[config.mk]
export PLATFORM = sky130hd
export DESIGN_NAME = fpp_top
export DESIGN_NICKNAME = d
export VERILOG_FILES = /design/src/hdl/fpp_pkg.sv /design/src/hdl/fpp_chan.sv /design/src/hdl/fpp_top.sv
export SDC_FILE = /design/constraint.sdc
export NUM_CORES = 1
export LEC_CHECK = 0
export BUFFER_PORTS_ARGS = -buffer_cell sky130_fd_sc_hd__buf_2
export CORE_AREA = 2 2 115 117
export DETAILED_ROUTE_END_ITERATION = 6
export DIE_AREA = 0 0 117 119
export PLACE_DENSITY = 0.83
export SLEW_MARGIN = 10
export SYNTH_ARGS = -nofsm -noshare
export SYNTH_HDL_FRONTEND = slang
export SYNTH_SLANG_ARGS = --single-unit
[constraint.sdc]
create_clock -name i_ref_clk -period 4.45 [get_ports i_ref_clk]
set_clock_uncertainty 0.1 [all_clocks]
set_input_delay 0.89 -clock i_ref_clk [delete_from_list [all_inputs] [get_ports i_ref_clk]]
set_output_delay 0.89 -clock i_ref_clk [all_outputs]
set_load 0.02 [all_outputs]
[src/hdl/fpp_pkg.sv]
/*
  constants for the fault pin propagation block: command codes, mask fields,
  reset values and timing. assumes a 50 MHz reference clock.
*/
// Behaviour
// RL1 - multiphase, ganging clear: hold restart until 12.5% decay; pin low if bit 15
// RL2 - bit 14: off then on before sequence-off pulls pin; release 120ms later
// RL3 - bit 13: pin low while the page's turn-on timeout fault holds
// RL4 - bit 12: pin follows the raw power-good comparator of its channel
// RL5 - bit 11: pin low while the die overtemperature fault holds
// RL6 - bit 8: pin low while the page's external undertemperature fault holds
// RL7 - bit 7: pin low while the page's external overtemperature fault holds
// RL8 - bit 4: pin low while the input overvoltage fault holds
// RL9 - bit 2: pin low while the page's output overcurrent fault holds
// RL10 - bit 1: pin low while the page's output undervoltage fault holds
// RL11 - bit 0: pin low while the page's output overvoltage fault holds
// RL12 - a cleared mask bit never affects the pin
// RL13 - each pin sees only its own page; each page has its own mask
// RL14 - pins are active-low open-drain, shareable between channels and devices
// RL15 - paged byte response setting at code 0xd5, reset 0xc0
// RL16 - response 0xc0 disables output on external pull-low; 0x00 ignores it
// RL17 - only faults configured to respond may drive the pin
// RL18 - paged 16-bit mask at code 0xd2, reset 0x2993
// RL19 - reserved mask bits 10,9,6,5,3 written zero and ignored
// RL20 - pin low is the OR of enabled conditions; released otherwise
package fpp_pkg;
  localparam logic [7:0] FPP_CMD_MASK = 8'hd2;
  localparam logic [7:0] FPP_CMD_RESP = 8'hd5;
  localparam logic [15:0] FPP_MASK_RST = 16'h2993;
  localparam logic [7:0] FPP_RESP_RST = 8'hc0;
  localparam logic [7:0] FPP_RESP_INHIBIT = 8'hc0;
  localparam logic [15:0] FPP_MASK_USED = 16'hf997;
  localparam int FPP_B_VOV = 0;
  localparam int FPP_B_VUV = 1;
  localparam int FPP_B_OC = 2;
  localparam int FPP_B_VINOV = 4;
  localparam int FPP_B_OT = 7;
  localparam int FPP_B_UT = 8;
  localparam int FPP_B_DIEOT = 11;
  localparam int FPP_B_RAWUV = 12;
  localparam int FPP_B_TON = 13;
  localparam int FPP_B_SHORT = 14;
  localparam int FPP_B_DECAY = 15;
  localparam int FPP_CLK_HZ = 50000000;
  localparam int FPP_RELEASE_MS = 120;
  localparam int FPP_RELEASE_CYC = FPP_CLK_HZ / 1000 * FPP_RELEASE_MS;
  typedef enum {FPP_OFF, FPP_SEQ_OFF, FPP_HOLD, FPP_ON} fpp_seq_t;
endpackage

[src/hdl/fpp_chan.sv]
/*
  one channel's sequencing tracker: short command cycle and decay hold.
  assumes run command and decay flags are synchronous to i_ref_clk.
*/
`timescale 1ns/1ps
module fpp_chan import fpp_pkg::*; #(
  parameter int RELEASE_CYC = FPP_RELEASE_CYC
) (
  input wire logic i_ref_clk,
  input wire logic i_rst,
  input wire logic i_run,
  input wire logic i_seq_off_done,
  input wire logic i_decayed,
  input wire logic i_multiphase,
  input wire logic i_gang,
  output logic o_short_cycle,
  output logic o_decay_wait
);
  logic [31:0] cnt_q;
  logic run_q;
  logic short_q;
  logic dwait_q;
  logic dirty_q;

  // ************
  // short command cycle
  // ************
  always_ff @(posedge i_ref_clk or posedge i_rst) begin
    if (i_rst) begin
      run_q <= 1'b0;
    end else begin
      run_q <= i_run;
    end
  end

  always_ff @(posedge i_ref_clk or posedge i_rst) begin
    if (i_rst) begin
      short_q <= 1'b0;
      dirty_q <= 1'b0;
      cnt_q <= 32'h0;
    end else begin
      if (run_q && !i_run) begin
        dirty_q <= 1'b1;
      end else if (i_seq_off_done) begin
        dirty_q <= 1'b0;
      end
      if (i_run && !run_q && dirty_q && !i_seq_off_done) begin
        short_q <= 1'b1; // RL2
        cnt_q <= 32'h0;
      end else if (short_q && i_seq_off_done) begin
        // release counted from the end of the off sequence
        if (cnt_q >= 32'(RELEASE_CYC - 1)) begin
          short_q <= 1'b0; // RL2
        end else begin
          cnt_q <= cnt_q + 32'h1;
        end
      end
    end
  end

  // ************
  // decay hold
  // ************
  always_ff @(posedge i_ref_clk or posedge i_rst) begin
    if (i_rst) begin
      dwait_q <= 1'b0;
    end else if (i_decayed || !i_multiphase || i_gang) begin
      dwait_q <= 1'b0;
    end else if (i_run && !run_q) begin
      dwait_q <= 1'b1; // RL1
    end
  end

  assign o_short_cycle = short_q;
  assign o_decay_wait = dwait_q;
endmodule

[src/hdl/fpp_top.sv]
/*
  fault pin propagation: paged mask and response registers, per-pin masking
  and open-drain drive, inhibit on external pull-low.
  assumes a byte/word command port already decoded by the serial front end,
  and that fault flags arrive synchronous to i_ref_clk.
*/
`timescale 1ns/1ps
module fpp_top import fpp_pkg::*; #(
  parameter int RELEASE_CYC = FPP_RELEASE_CYC
) (
  input wire logic i_ref_clk,
  input wire logic i_rst,
  input wire logic i_page,
  input wire logic i_wr,
  input wire logic [7:0] i_cmd,
  input wire logic [15:0] i_wdata,
  output logic [15:0] o_rdata,
  input wire logic [1:0] i_vout_ov,
  input wire logic [1:0] i_vout_uv,
  input wire logic [1:0] i_iout_oc,
  input wire logic i_vin_ov,
  input wire logic [1:0] i_ext_ot,
  input wire logic [1:0] i_ext_ut,
  input wire logic i_die_ot,
  input wire logic [1:0] i_raw_uv,
  input wire logic [1:0] i_ton_max,
  input wire logic [15:0] i_respond_en0,
  input wire logic [15:0] i_respond_en1,
  input wire logic [1:0] i_run,
  input wire logic [1:0] i_seq_off_done,
  input wire logic [1:0] i_decayed,
  input wire logic i_multiphase,
  input wire logic [1:0] i_gang,
  input wire logic [1:0] i_fault_pin_in,
  output logic [1:0] o_fault_pin_oe,
  output logic [1:0] o_fault_pin_out,
  output logic [1:0] o_inhibit
);
  logic [15:0] mask_q [2];
  logic [7:0] resp_q [2];
  logic [15:0] cond [2];
  logic [1:0] short_w;
  logic [1:0] decay_w;
  logic [1:0] pull_d;
  logic [1:0] pull_q;
  logic [1:0] inh_q;
  logic [15:0] rdata_q;

  // ************
  // command registers
  // ************
  always_ff @(posedge i_ref_clk or posedge i_rst) begin
    if (i_rst) begin
      mask_q[0] <= FPP_MASK_RST; // RL18
      mask_q[1] <= FPP_MASK_RST;
      resp_q[0] <= FPP_RESP_RST; // RL15
      resp_q[1] <= FPP_RESP_RST;
    end else if (i_wr) begin
      if (i_cmd == FPP_CMD_MASK) begin
        mask_q[i_page] <= i_wdata; // RL13
      end else if (i_cmd == FPP_CMD_RESP) begin
        resp_q[i_page] <= i_wdata[7:0];
      end
    end
  end

  // reads show stored value; unknown codes read zero
  always_ff @(posedge i_ref_clk or posedge i_rst) begin
    if (i_rst) begin
      rdata_q <= 16'h0;
    end else if (i_cmd == FPP_CMD_MASK) begin
      rdata_q <= mask_q[i_page];
    end else if (i_cmd == FPP_CMD_RESP) begin
      rdata_q <= {8'h00, resp_q[i_page]};
    end else begin
      rdata_q <= 16'h0;
    end
  end
  assign o_rdata = rdata_q;

  // ************
  // per channel conditions
  // ************
  genvar g;
  generate
    for (g = 0; g < 2; g++) begin : g_ch
      fpp_chan #(.RELEASE_CYC(RELEASE_CYC)) u_chan (
        .i_ref_clk(i_ref_clk),
        .i_rst(i_rst),
        .i_run(i_run[g]),
        .i_seq_off_done(i_seq_off_done[g]),
        .i_decayed(i_decayed[g]),
        .i_multiphase(i_multiphase),
        .i_gang(i_gang[g]),
        .o_short_cycle(short_w[g]),
        .o_decay_wait(decay_w[g])
      );
      always_comb begin
        cond[g] = 16'h0;
        cond[g][FPP_B_VOV] = i_vout_ov[g]; // RL11
        cond[g][FPP_B_VUV] = i_vout_uv[g]; // RL10
        cond[g][FPP_B_OC] = i_iout_oc[g]; // RL9
        cond[g][FPP_B_VINOV] = i_vin_ov; // RL8
        cond[g][FPP_B_OT] = i_ext_ot[g]; // RL7
        cond[g][FPP_B_UT] = i_ext_ut[g]; // RL6
        cond[g][FPP_B_DIEOT] = i_die_ot; // RL5
        cond[g][FPP_B_RAWUV] = i_raw_uv[g]; // RL4
        cond[g][FPP_B_TON] = i_ton_max[g]; // RL3
        cond[g][FPP_B_SHORT] = short_w[g]; // RL2
        cond[g][FPP_B_DECAY] = decay_w[g]; // RL1
      end
      // raw comparator and sequencing events have no response setting
      assign pull_d[g] = |(cond[g] & mask_q[g] & FPP_MASK_USED & // RL12 RL19 RL20
        (g == 0 ? (i_respond_en0 | 16'hd000) : (i_respond_en1 | 16'hd000))); // RL17
    end
  endgenerate

  // ************
  // pin drive and response
  // ************
  always_ff @(posedge i_ref_clk or posedge i_rst) begin
    if (i_rst) begin
      pull_q <= 2'b00;
    end else begin
      pull_q <= pull_d; // RL14
    end
  end
  assign o_fault_pin_oe = pull_q;
  assign o_fault_pin_out = 2'b00;

  // external pull-low: pin low while we are not driving it
  always_ff @(posedge i_ref_clk or posedge i_rst) begin
    if (i_rst) begin
      inh_q <= 2'b00;
    end else begin
      for (int k = 0; k < 2; k++) begin
        inh_q[k] <= !i_fault_pin_in[k] && !pull_q[k] && resp_q[k] == FPP_RESP_INHIBIT; // RL16
      end
    end
  end
  assign o_inhibit = inh_q;

  // ************
  // checks
  // ************
  a_mask_reset: assert property (@(posedge i_ref_clk) $fell(i_rst) |-> mask_q[0] == 16'h2993) // RL18
    else $error("mask reset wrong");
  a_resp_reset: assert property (@(posedge i_ref_clk) $fell(i_rst) |-> resp_q[1] == 8'hc0) // RL15
    else $error("response reset wrong");
  a_ov_pull: assert property (@(posedge i_ref_clk) disable iff (i_rst)
    i_vout_ov[0] && mask_q[0][0] && i_respond_en0[0] |=> o_fault_pin_oe[0]) // RL11
    else $error("ov did not pull pin");
  a_idle_release: assert property (@(posedge i_ref_clk) disable iff (i_rst)
    (cond[1] & mask_q[1] & FPP_MASK_USED) == 16'h0 |=> !o_fault_pin_oe[1]) // RL20
    else $error("pin pulled with no cause");
  a_page_isolate: assert property (@(posedge i_ref_clk) disable iff (i_rst)
    (cond[0] & mask_q[0] & FPP_MASK_USED) == 16'h0 |=> !o_fault_pin_oe[0]) // RL13
    else $error("pin 0 pulled with no own cause");
  a_raw_uv: assert property (@(posedge i_ref_clk) disable iff (i_rst)
    i_raw_uv[0] && mask_q[0][FPP_B_RAWUV] |=> o_fault_pin_oe[0]) // RL4
    else $error("raw uv not followed");
  a_die_hot: assert property (@(posedge i_ref_clk) disable iff (i_rst)
    i_die_ot && mask_q[0][FPP_B_DIEOT] && i_respond_en0[FPP_B_DIEOT] |=> o_fault_pin_oe[0]) // RL5
    else $error("die hot not propagated");
  a_inhibit_ign: assert property (@(posedge i_ref_clk) disable iff (i_rst)
    resp_q[1] == 8'h00 |=> !o_inhibit[1]) // RL16
    else $error("inhibit while ignoring");
endmodule

Word level (Yosys, flattened, before mapping)
Index checks and enable logic that the tools add are counted.
{"block": "word_totals", "output_inout_bits": 22, "n_memories": 0, "reg_bits": 140, "rom_bits": 0, "latch_bits": 0, "ram_bits": 0, "inputBits": 87}
{"block": "classes", "mul": 0, "bitwise_logic": 6, "reduce_logical": 46, "n_mux": 34, "n_eq_ne": 6, "div": 0, "n_shift": 0, "add_sub_neg": 2, "order_cmp": 4}
{"operator": "two-way mux 32 bit", "count": 6}
{"operator": "two-way mux 16 bit", "count": 5}
{"operator": "adder 32 x 1 -> 32 bit, second input constant", "count": 2}
{"operator": "AND 16 bit", "count": 4}
{"operator": ">= comparator 32 x 23 -> 1 bit, second input constant", "count": 2}
{"operator": "two-way mux 8 bit", "count": 5}
{"operator": "bitwise mux 32 bit", "count": 1}
{"operator": "equality test 8 bit, second input constant", "count": 4}
{"operator": "OR reduction 16 bit", "count": 2}
{"operator": "bitwise mux 16 bit", "count": 1}
{"operator": "demux 16 bit (select 1 bit)", "count": 1}
{"operator": "nonzero test 2 bit", "count": 8}
{"operator": "logical AND 1 bit", "count": 15}
{"operator": "two-way mux 1 bit", "count": 14}
{"operator": "zero test 1 bit", "count": 11}
{"operator": "AND reduction 2 bit", "count": 5}
{"operator": "demux 8 bit (select 1 bit)", "count": 1}
{"operator": "logical OR 1 bit", "count": 4}
{"operator": "!= test 2 x 1 -> 1 bit, second input constant", "count": 2}
{"operator": "AND reduction 3 bit", "count": 1}
{"operator": ">= comparator 2 bit, second input constant", "count": 1}
{"operator": "< comparator 2 x 1 -> 1 bit, second input constant", "count": 1}
{"operator": "NOT 1 -> 2 bit", "count": 1}
{"operator": "NOT 1 bit", "count": 1}

Logic depth before layout (Yosys ltp)
Gate-level depths: netlist (run 1).
{"block": "depth", "ltp_word": 6, "depth_mapped": 9, "mapped_depth_nobuf": 7}

Modules after synthesis
Synthesis (run 1) repeated with hierarchy kept, for this count alone.
{"block": "hier_totals", "hier_cells": 614, "area_unflattened_um2": 6925.4}
{"mod": "fpp_top", "cells_per_inst": 223, "area_each_um2": 3099.2, "instances": 1}
{"mod": "fpp_chan (g_ch[0].u_chan)", "cells_per_inst": 199, "area_each_um2": 1925.6, "instances": 1}
{"mod": "fpp_chan (g_ch[1].u_chan)", "cells_per_inst": 192, "area_each_um2": 1900.6, "instances": 1}

Worst setup path after synthesis (run 1)
Ideal clock, no wire load.
{"block": "synth_path", "path_type": "input port to flip-flop", "start": "input port i_cmd[5]", "end": "register mask_q[15] (netlist bit)", "stages": 6, "slack_ps": 1725, "n_path_buf": 1, "required_ps": 4225, "setup_time_ps": 125, "arrival_ps": 2500, "path_cell_list": "nand4b_1 nor2_1 nand3_1 nor2_1 clkbuf_1 mux2_2"}
{"block": "synth_via", "elab_chain_cells": 2}
{"element": "start, declared", "line": "fpp_top.sv:15", "rtl": "input wire logic [7:0] i_cmd,"}
{"element": "equality test 8 bit", "line": "fpp_top.sv:59", "rtl": "if (i_cmd == FPP_CMD_MASK) begin"}
{"element": "AND reduction 2 bit (no source line)"}
{"element": "end signal, assigned by index", "line": "fpp_top.sv:60", "rtl": "mask_q[i_page] <= i_wdata;"}
{"element": "end, declared", "line": "fpp_top.sv:39", "rtl": "logic [15:0] mask_q [2];"}
No other way between the ends.
A chain may end at the register's enable or synchronous reset.

Worst setup path in the final report (run 1)
{"block": "layout_path", "start": "register g_ch[0].u_chan.cnt_q[23]", "end": "register g_ch[0].u_chan.cnt_q[19]"}
{"block": "layout_via", "elab_chain_cells": 3}
{"element": "start, declared", "line": "fpp_chan.sv:19", "rtl": "logic [31:0] cnt_q;"}
{"element": "start signal, assigned", "line": "fpp_chan.sv:55", "rtl": "cnt_q <= cnt_q + 32'h1;"}
{"element": ">= comparator 32 x 23 -> 1 bit", "line": "fpp_chan.sv:52", "rtl": "if (cnt_q >= 32'(RELEASE_CYC - 1)) begin"}
{"element": "!= test 2 x 1 -> 1 bit (no source line)"}
{"element": "AND reduction 2 bit (no source line)"}
No other way between the ends.

==> impl_metrics.ini, run 1 <==
[die]
start_util_pct = 49.55
die_x_um = 117
die_area_sq_um = 13920
coreArea_sq_um = 12870
row_count = 42
fp.dieH_um = 119
io_pins = 109

[job]
drv_cap = 0

[finish]
diodes = 0
synthToLayoutAreaGrowth_pct = 19.08
fin_util_pct = 59.01
drive_gt1_share_pct = 30.36
layout_common_cells = 122 x dfrtp_1, 90 x buf_2, 48 x nor2_1, 48 x mux2_2, 43 x nand3_1
final_common_cell = dfrtp_1
nFillCells = 1018
fin_cells = 848
final_cell_area_sq_um = 7597
nNetsFinal = 748

[placement]
place_inst = 816
placed_area_sq_um = 7019
hpwl_mm = 9.782
place_congestion = 0.8134
portBuffers = 90

[sta]
setup_violations = 0
clock.fmax_mhz = 345.0
drv_slew = 0
hold-worst-slack_ns = 0.3387
setup_tns_ns = 0
fin_crit_sh_pct = 65.14
min_period_ns = 2.899
finalHoldViolations = 0
rsz0062_at_grt = no
worst_slew_pin_slew_ns = 0.7855
slew_headroom_pct = 47.48

[setup_path]
r2r_cells = 6
rr_startpoint = g_ch[0].u_chan.cnt_q[23]
setup.worst_path.start = g_ch[0].u_chan.cnt_q[23]
cp-endpoint = g_ch[0].u_chan.cnt_q[19]
r2r-end = g_ch[0].u_chan.cnt_q[19]
r2r_setup_slack_ns = 1.55
critPathArrivalTime_ns = 3.14
cp_max_fo = 16
critPathLaunchType = register
worstPathRequired_ns = 4.69
crit_type = reg2reg
endpoint_kind = register

[detailed_routing]
drt_iter0_markers = 473
drcViolationCount = 0
final_antenna_net_count = 0
finalWirelength_mm = 14.12
vias = 4811
wl_per_cell_um = 16.65
firstDrtPassIters = 6
avgViaCountPerCell = 5.673

[outcome]
status = finished clean

[clock_network]
cts_max_level = 4
clk_pin_slew_ns = 0.06
cts_buffers = 17
cts_sinks = 140
clk_latency_ns = 0.42
root_buffer = clkbuf_16
post_cts_resized = 0
cts_tree = built
cts_setup_buffers = 0
cts_buffer_depth = 2
ctsHoldBuffers = 0

[global_route]
grt_overflow = 0
grtUsageTotal_pct = 21.50
grt_pass1_wl_mm = 23.07
grt_pass1_vias = 4810
grt_max_degree = 141
antenna_found_initial = 0

[synthesis]
synth_top_area_share_pct = 47.85
synthArstFlopShare_pct = 100.0
syn_inst = 562
synth_ff_type = dfrtp_1
synth_area_leaders = dfrtp_1 48%, mux2_2 8.5%, dfstp_2 7.4%
syn_area_sq_um = 6380
ys_seq_area_share_pct = 55.27
yosys.cell_types.count = 54
synth_edf_count = 0
syn_avg_cell_area_sq_um = 11.35
ys_ff_latch = 140
yosys.area.top_type = dfrtp_1
yosys_warnings = 0

[pwr]
p_leak_nw = 3.546
power.density_nw_per_um2 = 387.6
ir_drop_mv = 0.2611

[min_path]
holdCritPathClass = reg2reg
-- area by class of cell --
class | instances | area [sq um] | area share (%)
Timing Repair Buffer | 97 | 515.5 | 6.785
Inverter | 7 | 30.03 | 0.3953
Sequential cell | 140 | 3526 | 46.41
Clock buffer | 19 | 452.9 | 5.962
Multi-Input combinational cell | 396 | 2734 | 35.98
Tap cell | 176 | 220.2 | 2.899
Clock inverter | 13 | 118.9 | 1.565
-- cells in the mapped netlist, drive strengths merged, types with 3 or more instances --
master   number
nor2         48
and4          3
xnor2        21
and2         20
nand4        12
mux2i        28
or4           5
buf           8
clkbuf       12
or3          12
nand3        43
and3          6
mux2         48
o31ai         4
inv           7
nand3b        3
o22ai        10
dfstp        18
dfrtp       122
nand2b        6
nor4b         7
nor4         11
o2111ai       3
o21a          3
a21oi        11
nand4b        3
o21ai         8
nor3         15
nor3b         4
o211ai        5
a31oi         3
nand2        35
-- worst min-delay path by stage --
stage,startpoint,endpoint,cells past startpoint
after global placement,o_fault_pin_oe[0],o_inhibit[0],1
final,o_fault_pin_oe[0],o_inhibit[0],1
after floorplan,g_ch[0].u_chan.cnt_q[29],g_ch[0].u_chan.cnt_q[29],1
after global routing,o_fault_pin_oe[0],o_inhibit[0],1
after CTS,o_fault_pin_oe[0],o_inhibit[0],1
after detailed placement,o_fault_pin_oe[0],o_inhibit[0],1
-- critical path, stage by stage (launching register included) --
cell,delay (ns)
dfrtp_1,0.37
or4_1,0.53
nor4_1,0.38
o2111ai_2,0.48
or2_1,0.43
or3_1,0.37
a21oi_1,0.15
-- where the power goes --
part | internal, mW | switching, mW | total, mW
clock network | 0.797 | 0.538 | 1.33
logic | 0.0937 | 0.124 | 0.218
registers | 1.33 | 0.0606 | 1.39
total | 2.22 | 0.722 | 2.94
-- metrics by stage --
step	total power [mW]	worst slack, ns
2_1_floorplan	1.540	1.725
3_3_place_gp	1.609	1.345
3_5_place_dp	1.628	1.269
4_1_cts	2.962	1.395
5_1_grt	3.066	1.334
6_report	2.945	1.551
-- flip-flops by register name, indices dropped and copies added (netlist names) --
register                   flops
g_ch.u_chan.cnt_q             64
o_rdata                       16
g_ch.u_chan.run_q              2
g_ch.u_chan.o_decay_wait       2
g_ch.u_chan.o_short_cycle      2
resp_q                        16
mask_q                        32
o_fault_pin_oe                 2
o_inhibit                      2
g_ch.u_chan.dirty_q            2
-- cell families (layout without fill, tap and decap cells) --
family,after synthesis,in the layout,synth area share (%)
buffers and inverters,27,136,2.040
AND/OR/NAND/NOR,241,241,20.81
AO/OA/AOI/OAI,54,54,5.688
adder cells (fa/ha/maj),2,2,0.3922
flip-flops,140,140,55.27
other,1,2,0.05878
multiplexers,76,76,12.87
XOR/XNOR,21,21,2.883
-- metal layers --
layer	part of all wire, %	vias to the layer above	track usage (%)
met5	0	-	0
met4	2.4	0	8.529
met3	6.2	34	5.954
met2	50	178	36.20
met1	42	2364	25.92
li1	-	2235	-
Power figures use the tool's default switching activity.
==> run 2, diff against run 1 <==
--- a/config.mk
+++ b/config.mk
@@ -5,11 +5,12 @@
 export SDC_FILE = /design/constraint.sdc
 export NUM_CORES = 1
 export LEC_CHECK = 0
+export ABC_AREA = 1
 export BUFFER_PORTS_ARGS = -buffer_cell sky130_fd_sc_hd__buf_2
-export CORE_AREA = 2 2 115 117
+export CORE_AREA = 2 2 116 118
 export DETAILED_ROUTE_END_ITERATION = 6
-export DIE_AREA = 0 0 117 119
-export PLACE_DENSITY = 0.83
+export DIE_AREA = 0 0 118 120
+export PLACE_DENSITY = 0.87
 export SLEW_MARGIN = 10
 export SYNTH_ARGS = -nofsm -noshare
 export SYNTH_HDL_FRONTEND = slang
==> constraint.sdc (replaced) <==
create_clock -name i_ref_clk -period 2.86 [get_ports i_ref_clk]
set_clock_uncertainty 0.1 [all_clocks]
set_input_delay 0.572 -clock i_ref_clk [delete_from_list [all_inputs] [get_ports i_ref_clk]]
set_output_delay 0.572 -clock i_ref_clk [all_outputs]
set_load 0.02 [all_outputs]
==> impl_metrics.ini, run 2 <==
[synthesis]
syn_area_sq_um = 7367
synth_compound_area_share_pct = 7.184
yosys-top-cells-count = 304 x nand2_1, 131 x nor2_1, 122 x dfrtp_1
synthMuxAreaShare_pct = 0.8152
synth_top_area_share_pct = 41.44
synth_top_family_by_area = simple AND/OR/NAND/NOR gates
ys_ff_latch = 140
synthAdderAreaFrac_pct = 0.3397
ys_seq_area_share_pct = 47.86
synth_most_common_cell = nand2_1
synthArstFlopShare_pct = 100.0
syn_inst = 957
syn_avg_cell_area_sq_um = 7.698
yosys.area.top_type = dfrtp_1
synth_edf_count = 0
yosys.cell_types.count = 45
yosys_warnings = 0
synthSimpleGateAreaFrac_pct = 34.43
synth_xor_area_share_pct = 2.378
synth_area_leaders = dfrtp_1 41%, nand2_1 15%, nor2_1 6.7%
synth_ff_type = dfrtp_1

[clock_network]
clk_latency_ns = 0.42
clk_pin_slew_ns = 0.06
cts_max_level = 4
post_cts_resized = 0
cts_setup_buffers = 0
ctsHoldBuffers = 0
cts_buffers = 17
root_buffer = clkbuf_16
cts_sinks = 140
cts_tree = built
cts_buffer_depth = 2

[setup_path]
slowest_delay_ns = 0.45
crit_slowest_cell = dfrtp_1
critPathLaunchType = register
path_cells = ha_1 > nand2_1 > inv_1 > nand2_1 > nand2_1 > nand2_1 > nand2_1 > nand2_1 > nand3_4 > nand2_4 > nand2_1 > nand2_1
crit_type = reg2reg
endpoint_kind = register
r2r_setup_slack_ns = 0.52
cp_common_cell = nand2_1
rr_startpoint = g_ch[0].u_chan.cnt_q[0]
critPathArrivalTime_ns = 2.59
worstPathRequired_ns = 3.11
cp_max_fo = 24
r2r-end = g_ch[0].u_chan.cnt_q[20]
setup.worst_path.start = g_ch[0].u_chan.cnt_q[0]
r2r_cells = 12

[sta]
worst_slew_pin_slew_ns = 0.6301
setup_violations = 0
min_period_ns = 2.341
finalHoldViolations = 0
fin_crit_sh_pct = 81.86
setup_tns_ns = 0
drv_slew = 0
clock.fmax_mhz = 427.2
slew_headroom_pct = 57.95
rsz0062_at_grt = no

[job]
drv_cap = 0

[detailed_routing]
vias = 6666
drt_iter0_markers = 569
final_antenna_net_count = 0
firstDrtPassIters = 5
drcViolationCount = 0
finalWirelength_mm = 17.45
avgViaCountPerCell = 5.402
wl_per_cell_um = 14.14

[die]
die_x_um = 118
row_count = 42
die_area_sq_um = 14160
start_util_pct = 56.76
coreArea_sq_um = 12980
fp.dieH_um = 120
io_pins = 109

[global_route]
grt_max_degree = 66
grt_overflow = 0
grt_pass1_wl_mm = 29.33
grt_pass1_vias = 6371
busiest_layer = met2
grt_use_met3_pct = 5.418
use_met1_pct = 33.06
grtUsageTotal_pct = 25.89
antenna_found_initial = 2
grt_util_met2_pct = 41.86

[finish]
drive_gt1_share_pct = 18.66
fin_util_pct = 65.41
nFillCells = 1073
nNetsFinal = 1132
seqCellArea_sq_um = 3526
final_common_cell = nand2_1
layout_common_cells = 304 x nand2_1, 131 x nor2_1, 122 x dfrtp_1
largest_register = g_ch.u_chan.cnt_q
synthToLayoutAreaGrowth_pct = 15.25
largest_reg_flops = 64
multi_input_area_sq_um = 3344
top_regs = g_ch.u_chan.cnt_q x64, mask_q x32

[min_path]
holdCritPathClass = in2async

[placement]
place_congestion = 0.8977
hpwl_mm = 11.95
portBuffers = 90

[pwr]
ir_drop_mv = 0.4335
power.density_nw_per_um2 = 542.3
p_leak_nw = 4.118

[outcome]
status = finished clean
run 2: changes by cell type in the layout (fill, tap and decap cells not counted), sizes merged, moves of 8 or more:
cell	previous run	this run
nand2	35	311
nor2	48	134
inv	7	84
o21ai	8	64
nand3	43	97
mux2	48	0
mux2i	28	6
and2	20	0
xnor2	21	5
xor2	0	15
or3	12	0
o22ai	10	2
run 2: worst max-delay path by stage:
stage,to,cells after the start
after floorplan,g_ch[0].u_chan.cnt_q[0],1
after global placement,mask_q[13],6
after detailed placement,mask_q[24],6
after CTS,g_ch[0].u_chan.cnt_q[20],12
after global routing,g_ch[0].u_chan.cnt_q[20],12
final,g_ch[0].u_chan.cnt_q[20],12
run 2: layer usage:
metal | vias to the layer above | part of all wire, %
li1 | 3234 | -
met5 | - | 0
met2 | 271 | 48
met4 | 0 | 3.6
met3 | 45 | 5.8
met1 | 3116 | 42
run 2: kinds of logic after synthesis:
group,after synthesis
AO/OA/AOI/OAI,88
XOR/XNOR,20
adder cells (fa/ha/maj),2
buffers and inverters,116
flip-flops,140
multiplexers,6
other,1
AND/OR/NAND/NOR,584
run 2: report_power, final:
part,internal (mW),leakage [nW],switching [mW]
clock network,1.16,0.259,0.865
logic,0.150,1.99,0.284
registers,2.07,1.87,0.0729
total,3.38,4.12,1.22
run 2: cell type report:
cell class              instances  share of cell area (%)
diodes                          2                 0.05894
clock buffers                  20                   5.379
clock inverters                12                   1.046
inverters                      82                   3.669
multi-input cells             702                   39.39
flip-flops and latches        140                   41.53
well taps                     176                   2.594
repair buffers                100                   6.337
run 2: through the flow:
step	hold slack [ns]	power (mW)	worst slack, ns	cell area, sq um	cells
final	0.04478	4.604	0.5189	8491	1234
after global routing	0.06524	4.786	0.2627	8488	1233
after CTS	0.04822	4.619	0.5080	8486	1232
after detailed placement	0.3688	2.611	0.5639	7940	1200
after global placement	0.3639	2.595	0.6339	7940	1200
after floorplan	0.3295	2.478	0.4536	7375	958
run 2: critical path: cells and delay by family, from the launching register on:
family / cells / cell delay, ns
fa+ha+maj: 1 / 0.30
flops: 1 / 0.45
buf+inv: 1 / 0.07
simple gates: 10 / 1.36
==> run 3, diff against run 2 <==
==> constraint.sdc (replaced) <==
create_clock -name i_ref_clk -period 2.2 [get_ports i_ref_clk]
set_clock_uncertainty 0.1 [all_clocks]
set_input_delay 0.44 -clock i_ref_clk [delete_from_list [all_inputs] [get_ports i_ref_clk]]
set_output_delay 0.44 -clock i_ref_clk [all_outputs]
set_load 0.02 [all_outputs]
==> impl_metrics.ini, run 3 (synthesis gave the netlist of run 2 again) <==
[finish]
top_regs = g_ch.u_chan.cnt_q x64, mask_q x32
layout_common_cells = 304 x nand2_1, 131 x nor2_1, 122 x dfrtp_1
largest_reg_flops = 64
nNetsFinal = 1148
final_common_cell = nand2_1
fin_util_pct = 66.98
drive_gt1_share_pct = 19.87
nFillCells = 1070
largest_register = g_ch.u_chan.cnt_q
synthToLayoutAreaGrowth_pct = 18.00

[setup_path]
r2r_cells = 12
r2r-end = g_ch[0].u_chan.cnt_q[22]
crit_slowest_cell = dfrtp_1
worstPathRequired_ns = 2.40
rr_startpoint = g_ch[0].u_chan.cnt_q[1]
r2r_setup_slack_ns = 0.23
cp_common_cell = nand2_1
critPathLaunchType = register
slowest_delay_ns = 0.41
setup.worst_path.start = g_ch[0].u_chan.cnt_q[1]
critPathArrivalTime_ns = 2.17
endpoint_kind = register
cp_max_fo = 10
path_cells = ha_1 > nand2_1 > inv_1 > nand2_1 > nand2_1 > nand2_1 > nand2_1 > nand2_1 > nand3_4 > buf_4 > nand3_1 > nand2_1
crit_type = reg2reg
cp-endpoint = g_ch[0].u_chan.cnt_q[22]

[global_route]
grt_max_degree = 41
antenna_found_initial = 1
grt_overflow = 0
grt_pass1_vias = 6402
grt_pass1_wl_mm = 30.28
grtUsageTotal_pct = 26.80

[clock_network]
cts_setup_buffers = 0
cts_buffer_depth = 2
cts_tree = built
cts_buffers = 17
clk_latency_ns = 0.43
root_buffer = clkbuf_16
cts_max_level = 4
cts_sinks = 140
clk_pin_slew_ns = 0.06

[pwr]
total_power_mw = 6.257
power.density_nw_per_um2 = 719.7
ir_drop_mv = 0.5477
p_leak_nw = 4.237

[placement]
hpwl_mm = 12.53
place_congestion = 0.9099
place_ws_ns = 0.2680
portBuffers = 90

[sta]
fin_crit_sh_pct = 89.58
finalHoldViolations = 0
clock.fmax_mhz = 507.4
rsz0062_at_grt = no
setup_violations = 0
drv_slew = 0
fin_ws_ns = 0.2293
min_period_ns = 1.971
slew_headroom_pct = 62.17
worst_slew_pin_slew_ns = 0.5663

[die]
die_x_um = 118
fp.dieH_um = 120
start_util_pct = 56.76
coreArea_sq_um = 12980
io_pins = 109
row_count = 42
die_area_sq_um = 14160

[min_path]
holdCritPathClass = in2reg
hold_depth = 2

[detailed_routing]
wl_per_cell_um = 14.30
avgViaCountPerCell = 5.347
firstDrtPassIters = 5
drt_iter0_markers = 582
vias = 6679
final_antenna_net_count = 0
finalWirelength_mm = 17.86
drcViolationCount = 0

[outcome]
status = finished clean

[job]
drv_cap = 0
==> run 3: cell count changes in the layout (fill, tap and decap cells not counted) <==
cell,before,now
clkinv_8,0,1
inv_6,3,7
clkbuf_1,1,0
clkinv_4,2,1
clkinv_2,3,1
buf_12,1,4
clkbuf_8,2,1
bufinv_16,0,1
buf_4,9,21
diode_2,2,1
inv_8,0,2
dlygate4sd3_1,0,1
clkinvlp_4,5,2
==> run 3: power by group <==
group	switching [mW]	internal, mW	leakage, nW
Clock	1.22	1.63	0.290
Sequential	0.0818	2.69	1.87
Combinational	0.396	0.226	2.08
==> run 3: worst min path at each step <==
stage / endpoint / slack (ns) / startpoint
2_1_floorplan: o_inhibit[1] / 0.33 / resp_q[1]
3_3_place_gp: o_inhibit[1] / 0.36 / resp_q[0]
3_5_place_dp: o_inhibit[1] / 0.36 / resp_q[0]
4_1_cts: g_ch[0].u_chan.o_decay_wait / 0.05 / i_gang[0]
5_1_grt: g_ch[0].u_chan.run_q / 0.06 / i_run[0]
6_report: g_ch[0].u_chan.o_decay_wait / 0.06 / i_gang[0]
==> run 3: worst max-delay path, delay by kind of cell (launching register included) <==
kind | cells | cell delay (ns)
buf+inv | 2 | 0.27
fa+ha+maj | 1 | 0.26
flops | 1 | 0.41
simple gates | 9 | 0.78
==> run 3: layer usage <==
metal	routed length, um	part of all wire (%)	GRT usage (%)	vias up
met4	564	3.2	12.05	0
met3	1032	5.8	4.990	44
met5	0	0	0	-
li1	-	-	-	3269
met2	8732	49	45.20	207
met1	7534	42	33.79	3159
==> run 3: what timing repair did <==
item / in CTS / in global routing
gates resized for setup: 0 / 0
hold buffers: 1 / 0
hold endpoints to repair: 18 / 0
==> run 3: area by class of cell <==
type / count / area, sq um / share of cell area [%]
antenna: 1 / 2.502 / 0.02879
clock buffer: 18 / 439.2 / 5.052
timing repair buffer: 116 / 698.2 / 8.031
inverter: 82 / 311.5 / 3.584
multi-input combinational: 702 / 3344 / 38.47
clock inverter: 14 / 151.4 / 1.742
tap: 176 / 220.2 / 2.533
sequential: 140 / 3526 / 40.56
==> run 3: metrics by stage <==
| step | cells | hold slack, ns | setup TNS, ns | area (sq um) |
|---|---|---|---|---|
| floorplan | 958 | 0.3295 | -9.077 | 7375 |
| global placement | 1215 | 0.3552 | 0 | 8090 |
| detailed placement | 1215 | 0.3596 | 0 | 8090 |
| CTS | 1248 | 0.05012 | 0 | 8691 |
| global route | 1249 | 0.06228 | 0 | 8693 |
| finish | 1249 | 0.06184 | 0 | 8693 |
